`src/acs_map.vh`:
```
// ==========================================================
// Contract
// - Sequence-mode pattern 0011 in register 41h selects single channel mode.
// - Sequencer mode comes from four sequence-mode bits in configuration register 1.
// - Eight 16-bit registers 48h-4Fh form four 32-bit per-channel vectors.
// - Sequencer steps enabled channels, applies their settings, stores results itself.
// - Selection bit one includes the channel, zero excludes it.
// - Order runs from bit 0 of 48h to bit 15 of 49h.
// - On-chip bits map to fixed channels; bits 1-4 and 15 are invalid.
// - Auxiliary bit n is converter channel 16 plus n.
// - Averaging registers 4Ah/4Bh use selection bit layout; one enables averaging.
// - Averaged result uses 16, 64 or 256 samples per averaging-amount bits.
// - With averaging, end-of-sequence pulses only after the averaging completes.
// - Plain channels update every pass; averaged ones only when average completes.
// - Calibration averaging: first update after one pass, then every 16 conversions.
// - Input-mode registers 4Ch/4Dh: one bipolar, zero unipolar by default.
// - Only dedicated pair and auxiliary pairs honour input-mode bits.
// - Internal sensor channels always convert unipolar.
// - External settling is four cycles, ten when its 4Eh/4Fh bit is set.
// ==========================================================
`ifndef ACS_MAP_VH
`define ACS_MAP_VH

// ==========================================================
// Register offsets
`define ACS_ADDR_CFG0       7'h40
`define ACS_ADDR_CFG1       7'h41
`define ACS_ADDR_SEL_ON     7'h48
`define ACS_ADDR_SEL_AUX    7'h49
`define ACS_ADDR_AVG_ON     7'h4A
`define ACS_ADDR_AVG_AUX    7'h4B
`define ACS_ADDR_POL_ON     7'h4C
`define ACS_ADDR_POL_AUX    7'h4D
`define ACS_ADDR_SET_ON     7'h4E
`define ACS_ADDR_SET_AUX    7'h4F

// ==========================================================
// Reset values
`define ACS_RST_REG         16'h0000

// ==========================================================
// Field positions, configuration register 0
`define ACS_CH_HI           4
`define ACS_CH_LO           0
`define ACS_ACQ_BIT         8
`define ACS_BU_BIT          10
`define ACS_AVG_HI          13
`define ACS_AVG_LO          12
`define ACS_CALIBRATION_AVERAGING_OFF_BIT        15
// Field positions, configuration register 1
`define ACS_SEQ_HI          15
`define ACS_SEQ_LO          12

// ==========================================================
// Sequence modes
`define ACS_SEQ_DEFAULT     4'h0
`define ACS_SEQ_PASS        4'h1
`define ACS_SEQ_CONT        4'h2
`define ACS_SEQ_SINGLE      4'h3

// ==========================================================
// Channel layout
`define ACS_ONCHIP_VALID    16'h7FE1
`define ACS_DEFAULT_SEL     16'h4701
`define ACS_IDX_CAL         5'h00
`define ACS_IDX_DEDICATED   5'h0B
`define ACS_CAL_AVG_LAST    8'h0F

// ==========================================================
// Timing counts in converter clock cycles
`define ACS_SETTLE_SHORT    4'h4
`define ACS_SETTLE_LONG     4'hA

`endif

```
`src/acs_next_chan.v`:
```
`timescale 1ns/1ps
`default_nettype none
// ==========================================================
// Lowest set mask bit at or above start
module acs_next_chan (
  input  wire [31:0] mask,
  input  wire [5:0]  start_idx,
  output reg         found,
  output reg  [4:0]  idx
);
  integer i;

  always @* begin
    found = 1'b0;
    idx   = 5'h00;
    for (i = 31; i >= 0; i = i - 1) begin
      if (mask[i] && ({1'b0, i[4:0]} >= start_idx)) begin
        found = 1'b1;
        idx   = i[4:0];
      end
    end
  end
endmodule
`default_nettype wire

```
`src/acs_sequencer.v`:
```
`timescale 1ns/1ps
`default_nettype none
`include "acs_map.vh"
module acs_sequencer (
  input  wire        clock,
  input  wire        resetn,
  // Dynamic register port
  input  wire        dyn_en,
  input  wire        dyn_we,
  input  wire [6:0]  dyn_addr,
  input  wire [15:0] dyn_wdata,
  output reg  [15:0] dyn_rdata,
  output reg         dyn_ready,
  // Converter side
  input  wire        conv_done,
  input  wire [15:0] conv_data,
  output reg         conv_start,
  output reg  [4:0]  conv_channel,
  output reg         conv_bipolar,
  output reg         conv_reset,
  // Results
  output reg         result_valid,
  output reg  [4:0]  result_channel,
  output reg  [15:0] result_data,
  output reg         end_of_sequence_pulse,
  output reg         busy
);
  // ==========================================================
  // States
  localparam ST_IDLE   = 3'd0;
  localparam ST_PICK   = 3'd1;
  localparam ST_SETTLE = 3'd2;
  localparam ST_CONV   = 3'd3;
  localparam ST_STORE  = 3'd4;

  // ==========================================================
  // Registers
  reg [15:0] cfg0_reg;
  reg [15:0] cfg1_reg;
  reg [15:0] sel_on_reg;
  reg [15:0] sel_aux_reg;
  reg [15:0] avg_on_reg;
  reg [15:0] avg_aux_reg;
  reg [15:0] pol_on_reg;
  reg [15:0] pol_aux_reg;
  reg [15:0] set_on_reg;
  reg [15:0] set_aux_reg;

  reg [2:0]  state_reg;
  reg [5:0]  seq_pos_reg;
  reg [4:0]  cur_idx_reg;
  reg [3:0]  settle_reg;
  reg [15:0] sample_reg;
  reg        pass_done_reg;
  reg        pass_avg_done_reg;
  reg        cal_seen_reg;
  reg [31:0] avg_valid_reg;
  reg [23:0] acc_mem [0:31];
  reg [7:0]  cnt_mem [0:31];

  // ==========================================================
  // Decode
  wire [3:0] seq_mode = cfg1_reg[`ACS_SEQ_HI:`ACS_SEQ_LO];
  wire       mode_default = (seq_mode == `ACS_SEQ_DEFAULT);
  wire       mode_seq = mode_default || (seq_mode == `ACS_SEQ_CONT) ||
                        ((seq_mode == `ACS_SEQ_PASS) && !pass_done_reg);
  // After a single pass the block falls back to single channel
  wire       mode_single = (seq_mode == `ACS_SEQ_SINGLE) ||
                           ((seq_mode == `ACS_SEQ_PASS) && pass_done_reg);
  wire       cfg1_write = dyn_en && dyn_we && (dyn_addr == `ACS_ADDR_CFG1);

  // Default mode ignores user selection and averaging vectors and averages all by 16
  wire [31:0] sel_vec = mode_default ? {16'h0000, `ACS_DEFAULT_SEL} :
                        {sel_aux_reg, sel_on_reg & `ACS_ONCHIP_VALID};
  wire [31:0] avg_vec = mode_default ? 32'hFFFF_FFFF :
                        {avg_aux_reg, avg_on_reg};
  wire [31:0] pol_vec = {pol_aux_reg, pol_on_reg};
  wire [31:0] set_vec = {set_aux_reg, set_on_reg};
  wire [1:0]  avg_sel = mode_default ? 2'b01 : cfg0_reg[`ACS_AVG_HI:`ACS_AVG_LO];

  wire        nxt_found;
  wire [4:0]  nxt_idx;

  acs_next_chan u_next (
    .mask      (sel_vec),
    .start_idx (seq_pos_reg),
    .found     (nxt_found),
    .idx       (nxt_idx)
  );

  // ==========================================================
  // Channel map helpers
  function [4:0] idx_to_chan;
    input [4:0] idx;
    begin
      if (idx[4])
        idx_to_chan = idx;
      else if (idx == `ACS_IDX_CAL)
        idx_to_chan = 5'h08;
      else if (idx[3])
        idx_to_chan = {2'b00, idx[2:0]};
      else
        idx_to_chan = {2'b01, idx[2:0]};
    end
  endfunction

  // Dedicated pair or auxiliary pair
  function is_external;
    input [4:0] idx;
    begin
      is_external = idx[4] || (idx == `ACS_IDX_DEDICATED);
    end
  endfunction

  function is_ext_chan;
    input [4:0] ch;
    begin
      is_ext_chan = ch[4] || (ch == 5'h03);
    end
  endfunction

  // ==========================================================
  // Averaging arithmetic for the current channel
  wire        cur_is_cal = (cur_idx_reg == `ACS_IDX_CAL);
  wire        cur_avg_on = cur_is_cal ? (!cfg0_reg[`ACS_CALIBRATION_AVERAGING_OFF_BIT] || mode_default) :
                           (avg_vec[cur_idx_reg] && (avg_sel != 2'b00));
  wire [23:0] acc_now = avg_valid_reg[cur_idx_reg] ? acc_mem[cur_idx_reg] : 24'h000000;
  wire [7:0]  cnt_now = avg_valid_reg[cur_idx_reg] ? cnt_mem[cur_idx_reg] : 8'h00;
  wire [23:0] acc_sum = acc_now + {8'h00, sample_reg};
  reg  [7:0]  cnt_last;
  reg  [15:0] avg_result;

  always @* begin
    cnt_last   = 8'hFF;
    avg_result = acc_sum[23:8];
    if (cur_is_cal) begin
      cnt_last   = `ACS_CAL_AVG_LAST;
      avg_result = acc_sum[19:4];
    end else begin
      case (avg_sel)
        2'b01: begin
          cnt_last   = 8'h0F;
          avg_result = acc_sum[19:4];
        end
        2'b10: begin
          cnt_last   = 8'h3F;
          avg_result = acc_sum[21:6];
        end
        default: begin
          cnt_last   = 8'hFF;
          avg_result = acc_sum[23:8];
        end
      endcase
    end
  end

  wire avg_complete = (cnt_now == cnt_last);

  // ==========================================================
  // Register port
  always @(posedge clock) begin
    if (!resetn) begin
      cfg0_reg    <= `ACS_RST_REG;
      cfg1_reg    <= `ACS_RST_REG;
      sel_on_reg  <= `ACS_RST_REG;
      sel_aux_reg <= `ACS_RST_REG;
      avg_on_reg  <= `ACS_RST_REG;
      avg_aux_reg <= `ACS_RST_REG;
      pol_on_reg  <= `ACS_RST_REG;
      pol_aux_reg <= `ACS_RST_REG;
      set_on_reg  <= `ACS_RST_REG;
      set_aux_reg <= `ACS_RST_REG;
      dyn_rdata   <= 16'h0000;
      dyn_ready   <= 1'b0;
    end else begin
      dyn_ready <= dyn_en;
      if (dyn_en && dyn_we) begin
        case (dyn_addr)
          `ACS_ADDR_CFG0:    cfg0_reg    <= dyn_wdata;
          `ACS_ADDR_CFG1:    cfg1_reg    <= dyn_wdata;
          `ACS_ADDR_SEL_ON:  sel_on_reg  <= dyn_wdata;
          `ACS_ADDR_SEL_AUX: sel_aux_reg <= dyn_wdata;
          `ACS_ADDR_AVG_ON:  avg_on_reg  <= dyn_wdata;
          `ACS_ADDR_AVG_AUX: avg_aux_reg <= dyn_wdata;
          `ACS_ADDR_POL_ON:  pol_on_reg  <= dyn_wdata;
          `ACS_ADDR_POL_AUX: pol_aux_reg <= dyn_wdata;
          `ACS_ADDR_SET_ON:  set_on_reg  <= dyn_wdata;
          `ACS_ADDR_SET_AUX: set_aux_reg <= dyn_wdata;
          default: ;
        endcase
      end
      if (dyn_en) begin
        case (dyn_addr)
          `ACS_ADDR_CFG0:    dyn_rdata <= cfg0_reg;
          `ACS_ADDR_CFG1:    dyn_rdata <= cfg1_reg;
          `ACS_ADDR_SEL_ON:  dyn_rdata <= sel_on_reg;
          `ACS_ADDR_SEL_AUX: dyn_rdata <= sel_aux_reg;
          `ACS_ADDR_AVG_ON:  dyn_rdata <= avg_on_reg;
          `ACS_ADDR_AVG_AUX: dyn_rdata <= avg_aux_reg;
          `ACS_ADDR_POL_ON:  dyn_rdata <= pol_on_reg;
          `ACS_ADDR_POL_AUX: dyn_rdata <= pol_aux_reg;
          `ACS_ADDR_SET_ON:  dyn_rdata <= set_on_reg;
          `ACS_ADDR_SET_AUX: dyn_rdata <= set_aux_reg;
          default:           dyn_rdata <= 16'h0000;
        endcase
      end
    end
  end

  // ==========================================================
  // Averaging memory, validity kept separately so a restart is one cycle
  always @(posedge clock) begin
    if (state_reg == ST_STORE && mode_seq && cur_avg_on) begin
      acc_mem[cur_idx_reg] <= acc_sum;
      cnt_mem[cur_idx_reg] <= cnt_now + 8'h01;
    end
  end

  // ==========================================================
  // Sequencer
  always @(posedge clock) begin
    if (!resetn) begin
      state_reg             <= ST_IDLE;
      seq_pos_reg           <= 6'h00;
      cur_idx_reg           <= 5'h00;
      settle_reg            <= 4'h0;
      sample_reg            <= 16'h0000;
      pass_done_reg         <= 1'b0;
      pass_avg_done_reg     <= 1'b0;
      cal_seen_reg          <= 1'b0;
      avg_valid_reg         <= 32'h0000_0000;
      conv_start            <= 1'b0;
      conv_channel          <= 5'h00;
      conv_bipolar          <= 1'b0;
      conv_reset            <= 1'b0;
      result_valid          <= 1'b0;
      result_channel        <= 5'h00;
      result_data           <= 16'h0000;
      end_of_sequence_pulse <= 1'b0;
      busy                  <= 1'b0;
    end else begin
      conv_start            <= 1'b0;
      conv_reset            <= 1'b0;
      result_valid          <= 1'b0;
      end_of_sequence_pulse <= 1'b0;
      busy                  <= (state_reg != ST_IDLE);
      if (cfg1_write) begin
        // Mode write restarts, drops averaging, keeps results
        state_reg         <= ST_IDLE;
        seq_pos_reg       <= 6'h00;
        pass_done_reg     <= 1'b0;
        pass_avg_done_reg <= 1'b0;
        cal_seen_reg      <= 1'b0;
        avg_valid_reg     <= 32'h0000_0000;
        conv_reset        <= 1'b1;
      end else begin
        case (state_reg)
          ST_IDLE: begin
            if (mode_single || mode_seq)
              state_reg <= ST_PICK;
          end
          ST_PICK: begin
            if (mode_single) begin
              conv_channel <= cfg0_reg[`ACS_CH_HI:`ACS_CH_LO];
              conv_bipolar <= cfg0_reg[`ACS_BU_BIT] &&
                              is_ext_chan(cfg0_reg[`ACS_CH_HI:`ACS_CH_LO]);
              settle_reg   <= cfg0_reg[`ACS_ACQ_BIT] ? `ACS_SETTLE_LONG :
                              `ACS_SETTLE_SHORT;
              state_reg    <= ST_SETTLE;
            end else if (!mode_seq) begin
              state_reg <= ST_IDLE;
            end else if (nxt_found) begin
              cur_idx_reg  <= nxt_idx;
              conv_channel <= idx_to_chan(nxt_idx);
              conv_bipolar <= is_external(nxt_idx) && pol_vec[nxt_idx];
              settle_reg   <= (is_external(nxt_idx) && set_vec[nxt_idx]) ?
                              `ACS_SETTLE_LONG : `ACS_SETTLE_SHORT;
              state_reg    <= ST_SETTLE;
            end else if (sel_vec != 32'h0000_0000) begin
              // End of pass
              seq_pos_reg           <= 6'h00;
              pass_avg_done_reg     <= 1'b0;
              end_of_sequence_pulse <= !(|(sel_vec & avg_vec & 32'hFFFF_FFFE)) ||
                                       (avg_sel == 2'b00) ||
                                       pass_avg_done_reg;
              if (seq_mode == `ACS_SEQ_PASS)
                pass_done_reg <= 1'b1;
            end else begin
              state_reg <= ST_IDLE;
            end
          end
          ST_SETTLE: begin
            if (settle_reg <= 4'h1) begin
              conv_start <= 1'b1;
              state_reg  <= ST_CONV;
            end else begin
              settle_reg <= settle_reg - 4'h1;
            end
          end
          ST_CONV: begin
            if (conv_done) begin
              sample_reg <= conv_data;
              state_reg  <= ST_STORE;
            end
          end
          ST_STORE: begin
            state_reg      <= ST_PICK;
            // In sequence modes the channel moves on after every conversion, also mid-average
            if (!mode_seq) begin
              result_valid   <= 1'b1;
              result_channel <= conv_channel;
              result_data    <= sample_reg;
            end else begin
              seq_pos_reg <= {1'b0, cur_idx_reg} + 6'h01;
              if (!cur_avg_on) begin
                result_valid   <= 1'b1;
                result_channel <= conv_channel;
                result_data    <= sample_reg;
              end else if (cur_is_cal && !cal_seen_reg) begin
                // Coefficients first land after one pass
                cal_seen_reg   <= 1'b1;
                result_valid   <= 1'b1;
                result_channel <= conv_channel;
                result_data    <= sample_reg;
                avg_valid_reg[cur_idx_reg] <= 1'b0;
              end else if (avg_complete) begin
                result_valid   <= 1'b1;
                result_channel <= conv_channel;
                result_data    <= avg_result;
                avg_valid_reg[cur_idx_reg] <= 1'b0;
                if (!cur_is_cal)
                  pass_avg_done_reg <= 1'b1;
              end else begin
                avg_valid_reg[cur_idx_reg] <= 1'b1;
              end
            end
          end
          default: state_reg <= ST_IDLE;
        endcase
      end
    end
  end
endmodule
`default_nettype wire

```
`config.mk`:
```
export PLATFORM = sky130hd
export DESIGN_NAME = acs_sequencer
export DESIGN_NICKNAME = d
export VERILOG_FILES = /design/src/acs_next_chan.v /design/src/acs_sequencer.v
export VERILOG_INCLUDE_DIRS = /design/src /design/src/src
export SDC_FILE = /design/constraint.sdc
export NUM_CORES = 2
export LEC_CHECK = 0
export BUFFER_PORTS_ARGS = -buffer_cell sky130_fd_sc_hd__buf_2
export CAP_MARGIN = 20
export CORE_MARGIN = 3
export CORE_UTILIZATION = 50
export DETAILED_ROUTE_END_ITERATION = 8
export HOLD_SLACK_MARGIN = 0.12
export PLACE_DENSITY = 0.68
export SLEW_MARGIN = 25
export SYNTH_ARGS = -nofsm -noshare
export SYNTH_HDL_FRONTEND = slang
export SYNTH_SLANG_ARGS = --single-unit
```
`constraint.sdc`:
```
create_clock -name clock -period 7.5 [get_ports clock]
set_clock_uncertainty 0.15 [all_clocks]
set_input_delay 1.5 -clock clock [delete_from_list [all_inputs] [get_ports clock]]
set_output_delay 1.5 -clock clock [all_outputs]
set_load 0.02 [all_outputs]
```
* Yosys cells after proc, flatten, opt, wreduce, memory -nomap -nowiden
Memories as Yosys holds them, arrays and structs flattened. A register that Yosys moved wholly into a read port is not among the register bits. Cells that the tools add are included.
Cells by class: add/sub/neg operators 4, order comparisons 36, equality and inequality tests 39, multiplexer cells 147, bitwise operators 13, reduce and logical (&&, ||, !) cells 95
Operators by type and width (number):
- $mux W5 | 44
- $pmux W16 S10 | 1
- $mux W32 | 4
- $ge A5 B6 Y1 const A | 16
- $mux W16 | 5
- $eq A7 B7 Y1 const B | 10
- $and A32 B32 Y32 | 2
- $mux W1 | 58
- $ge A4 B6 Y1 const A | 8
- $logic_and A1 B1 Y1 | 44
- $mux W4 | 8
- $not A32 Y32 | 1
- $or A32 B32 Y32 | 1
- $pmux W16 S2 | 1
- $reduce_bool A32 Y1 | 1
- $reduce_or A31 Y1 | 1
- $mux W6 | 5
- $ne A2 B2 Y1 const B | 13
- $add A24 B16 Y24 | 1
- $ge A3 B6 Y1 const A | 4
- $mux W24 | 1
- $mux W3 | 7
- $bmux W1 S5 | 4
- $reduce_and A2 Y1 | 10
- 46 further kinds | 84
Storage, ports and cells: register bits after elaboration 278, memory bits (writable) 1024, input bits 44, logic and storage cells 366, memories kept 2
Memories:
- acc_mem | words 32, bits a word 24, rd ports 1, clocked after memory_dff 1, wr ports 1, RTL line acs_sequencer.v:58 | reg [23:0] acc_mem [0:31];
- cnt_mem | words 32, bits a word 8, rd ports 1, clocked after memory_dff 1, wr ports 1, RTL line acs_sequencer.v:59 | reg [7:0] cnt_mem [0:31];

* Logic depth before layout (Yosys ltp)
depth in word-level cells 43, mapped depth 24, gate-level depth less buffers 16

* By module
A second synthesis with hierarchy kept.
Unflattened totals: cell total of the unflattened synthesis 3722, area total of the unflattened synthesis 55146.6 µm²
By module, submodules not included:
- acs_sequencer | instances 1, cells each 3543, area each 54025.6 µm², sequential area each 36414.9 µm²
- acs_next_chan | instances 1, cells each 179, area each 1121.1 µm², sequential area each 0.0 µm²

* Worst setup path before layout
OpenSTA, ideal clock, no wires.
kind reg2reg, from register (tool-made name), to register result_data[8], setup time 0.070 ns, data arrival time 7.250 ns, data required time 7.280 ns, setup slack 0.029 ns, stages on the path, launching flop included 24, path buffers 8, path through dfxtp_1 buf_6 buf_6 buf_6 buf_6 buf_6 buf_2 buf_2 buf_2 mux4_2 mux4_2 mux2i_1 nor2_1 ha_1 a21oi_1 nor2b_1 nor3_1 o21a_1 o311ai_0 a22oi_1 nor2_1 a221oi_1 o21ai_0 o2bb2ai_1
RTL lines:
- end signal: assignment | RTL line acs_sequencer.v:312 | result_data <= sample_reg;
- end signal: assignment | RTL line acs_sequencer.v:318 | result_data <= sample_reg;
- end signal: assignment | RTL line acs_sequencer.v:324 | result_data <= sample_reg;
- end: declaration | RTL line acs_sequencer.v:24 | output reg [15:0] result_data,

* Final worst setup path
from register cur_idx_reg[1], to register result_data[12]
On the way: word-level cells in the longest chain between the ends 10
Ends and longest elaborated chain:
- start: declaration | RTL line acs_sequencer.v:51 | reg [4:0] cur_idx_reg;
- start signal: assignment | RTL line acs_sequencer.v:273 | cur_idx_reg <= nxt_idx;
- $bmux W1 S5 | RTL line acs_sequencer.v:127 | wire [23:0] acc_now = avg_valid_reg[cur_idx_reg] ? acc_mem[cur_idx_reg] : 24'h000000;
- $mux W1 (implied by the code) | RTL line acs_sequencer.v:127
- $mux W24 | RTL line acs_sequencer.v:127
- $add A24 B16 Y24 | RTL line acs_sequencer.v:129 | wire [23:0] acc_sum = acc_now + {8'h00, sample_reg};
- named net acc_sum[20] | RTL line acs_sequencer.v:129
- $pmux W16 S2 | RTL line acs_sequencer.v:140 | case (avg_sel)
- $mux W16 | RTL line acs_sequencer.v:136 | if (cur_is_cal) begin
- $mux W16 | RTL line acs_sequencer.v:326 | end else if (avg_complete) begin
- $mux W16 | RTL line acs_sequencer.v:319 | end else if (cur_is_cal && !cal_seen_reg) begin
- $mux W16 | RTL line acs_sequencer.v:315 | if (!cur_avg_on) begin
- $mux W16 | RTL line acs_sequencer.v:309 | if (!mode_seq) begin
- end signal: assignment | RTL line acs_sequencer.v:312
- end signal: assignment | RTL line acs_sequencer.v:318
- end signal: assignment | RTL line acs_sequencer.v:329 | result_data <= avg_result;
The timed path passes the listed nets, and every way through them passes these cells. The select of a mux whose other input is x is not followed. A chain may end at the register's enable or synchronous reset.

==> impl_metrics.json <==
{
  "cts_setup_buffers": 0,
  "path_class": "register to register",
  "drtPass1Iterations": 6,
  "avgSynthCellArea_um2": 15.4,
  "cts_resized": 0,
  "setup_violations": 0,
  "clock_sinks": 1307,
  "rows": 120,
  "r2r-start": "cur_idx_reg[1]",
  "synth_cell_types": 93,
  "synth_edf_count": 1024,
  "overflow": 0,
  "fin_tns_setup_ns": 0,
  "clock_latency_ns": 0.77,
  "async_flop_share": 0,
  "timing.final.max_slew_violations": 0,
  "fin_crit_sh": 0.821,
  "cp_max_fo": 34,
  "vdd_drop_max_mv": 0.209,
  "die_w_um": 336,
  "via_per_inst": 6.46,
  "routed_wl_mm": 150,
  "hold_viol": 0,
  "crit_path_start_kind": "register",
  "placed_cell_area_um2": 57000,
  "top_register": "acc_mem",
  "ant_nets": 0,
  "mostFrequentLayoutCell": "edfxtp_1",
  "grt_pass1_wl_mm": 220,
  "htreeDepth": 4,
  "fin_nets": 3710,
  "leakage_nw": 19.0,
  "fmax_mhz": 162,
  "slew_headroom": 0.263,
  "vias": 33266,
  "design_area_um2": 61400,
  "clock_power_share": 0.457,
  "hold_start": "result_channel[2]",
  "ios": 93,
  "grt_pass1_vias": 32354,
  "io_buffers": 92,
  "clkSlewWorstSetupHoldPaths_ns": 0.06,
  "top_regs": "acc_mem (768), cnt_mem (256)",
  "syn_nets": 3593,
  "maxCapViolations": 0,
  "ys_seq_area_frac": 0.670,
  "antenna_cells": 0,
  "largest_reg_flops": 768,
  "p_per_area_nw_per_um2": 240,
  "die_h_um": 336,
  "finalCriticalPeriod_ns": 6.16,
  "p_sw_mw": 3.02,
  "cts_made_buffers": 133,
  "status": "complete, no violations",
  "post_drt_wl_per_cell_um": 29.2,
  "drive_gt1_frac": 0.229,
  "synthCells": 3521,
  "drcViolationCount": 0,
  "ys_warn_count": 0,
  "cts_max_path_buffers": 3,
  "start_util": 0.505,
  "power_frac_seq": 0.527,
  "swShare": 0.205,
  "dp_hpwl_mm": 90.5,
  "grt_max_degree": 113,
  "clockRootBuffer": "clkbuf_16",
  "gp_congestion": 0.948,
  "cts_hold_buffers": 0,
  "post-place-ws_ns": 1.43,
  "grtUsageTotal": 0.269,
  "antenna_found_initial": 5,
  "crit_path_end_kind": "register",
  "coreArea_um2": 108000,
  "pwr-share-comb": 0.016,
  "crit_required_ns": 8.01,
  "hp-class": "register to register",
  "rsz0062_at_grt": "false",
  "synthFlopType": "edfxtp_1",
  "final_cell_mix": "edfxtp_1, nand2_1, mux4_2",
  "cts_tree": "built",
  "drtIter0Drc": 4206,
  "worst_pin_slew_ns": 1.10,
  "area_growth_pct": 13.1,
  "critPathLaunch": "cur_idx_reg[1]",
  "die_area_um2": 113000,
  "syn_area_um2": 54300,
  "critical_path_arrival_ns": 6.67,
  "setup_slack_ns": 1.34,
  "p_int_mw": 11.7,
  "ys_ff_latch": 1307
}
[power groups by stage]
stage          Combinational (mW)  Sequential [mW]  Clock [mW]
6_report                    0.233             7.76        6.73
5_1_grt                     0.248             7.76        7.08
4_1_cts                     0.228             7.76        6.81
3_5_place_dp                0.227             7.92           0
3_3_place_gp                0.225             7.92           0
2_1_floorplan               0.132             7.92           0
[cell usage after synthesis, types with 8 or more instances]
| master | instances | area [um^2] |
|---|---|---|
| buf_2 | 42 | 210 |
| clkbuf_1 | 145 | 544 |
| o21a_1 | 9 | 67.6 |
| a21o_1 | 9 | 67.6 |
| nor4_1 | 16 | 100 |
| nand4_1 | 13 | 81.3 |
| mux4_2 | 339 | 7630 |
| buf_6 | 13 | 146 |
| nand2b_1 | 16 | 100 |
| mux2_2 | 15 | 169 |
| a211oi_1 | 15 | 113 |
| buf_4 | 12 | 90.1 |
| nand2_1 | 509 | 1910 |
| xnor2_1 | 17 | 149 |
| o211ai_1 | 11 | 82.6 |
| ha_1 | 27 | 338 |
| a21oi_1 | 282 | 1410 |
| nor2_1 | 145 | 544 |
| nand3_1 | 46 | 230 |
| and2_1 | 19 | 119 |
| nand3b_1 | 8 | 60.1 |
| edfxtp_1 | 1024 | 30700 |
| a22oi_1 | 52 | 390 |
| o21ai_0 | 95 | 475 |
| and3_1 | 9 | 56.3 |
| a221oi_1 | 25 | 219 |
| mux2i_1 | 67 | 671 |
| or2_2 | 9 | 56.3 |
| nor3_1 | 29 | 145 |
| dfxtp_1 | 283 | 5670 |
| buf_1 | 15 | 56.3 |
| o22ai_1 | 9 | 56.3 |
| inv_1 | 27 | 101 |
| xor2_1 | 11 | 96.3 |
| a31oi_1 | 14 | 87.6 |
[stage by stage]
step           utilization  hold WS (ns)  power (mW)  std cells
2_1_floorplan            -         0.283        8.05       3521
4_1_cts              0.571         0.302        14.8       5147
3_3_place_gp         0.529         0.289        8.14       4902
5_1_grt              0.571         0.316        15.1       5148
6_report             0.571         0.304        14.7       5148
3_5_place_dp         0.530         0.294        8.14       4905
[worst paths after layout]
kind / slack (ns) / to / cells after the start
setup / recovery: 1.34 / result_data[12] / 17
hold / removal: 0.30 / result_channel[2] / 2
setup reg to reg: 1.34 / result_data[12] / 17
hold reg to reg: 0.30 / result_channel[2] / 2
[area by class of cell]
type | instances | area, um^2
timing repair buffer | 209 | 1480
sequential | 1307 | 36400
fill | 8225 | 46100
clock inverter | 68 | 788
clock buffer | 174 | 3670
multi-input combinational | 1957 | 17200
tap | 1403 | 1760
inverter | 30 | 121
[critical path: stages, from the launching register on]
cell	delay, ns
dfxtp_1	1.01
mux4_2	0.42
a32oi_1	0.26
and4_2	0.55
nor2_1	0.11
ha_1	0.24
fa_1	0.50
a21oi_1	0.22
nor2_1	0.09
nor3_1	0.44
o21a_1	0.32
o21ai_0	0.25
nor3b_2	0.26
xor2_2	0.16
buf_4	0.33
nor3b_1	0.08
or4_1	0.43
a21oi_1	0.17
[cells by family after synthesis]
family	count (synthesis)	share of synthesized area
AO/OA/AOI/OAI	609	0.0696
XOR/XNOR	31	0.00541
adder cells (fa/ha/maj)	28	0.00659
buffers and inverters	257	0.0214
flip-flops	1307	0.670
multiplexers	424	0.157
AND/OR/NAND/NOR	865	0.0696
[routing by layer]
layer,up-vias,global-route usage,share of wire
met5,-,0,0.000047
met1,16946,0.376,0.39
met2,1961,0.418,0.47
met4,2,0.0923,0.033
met3,326,0.0629,0.11
li1,14031,-,-
No activity file was read; power rests on OpenSTA's default activity.
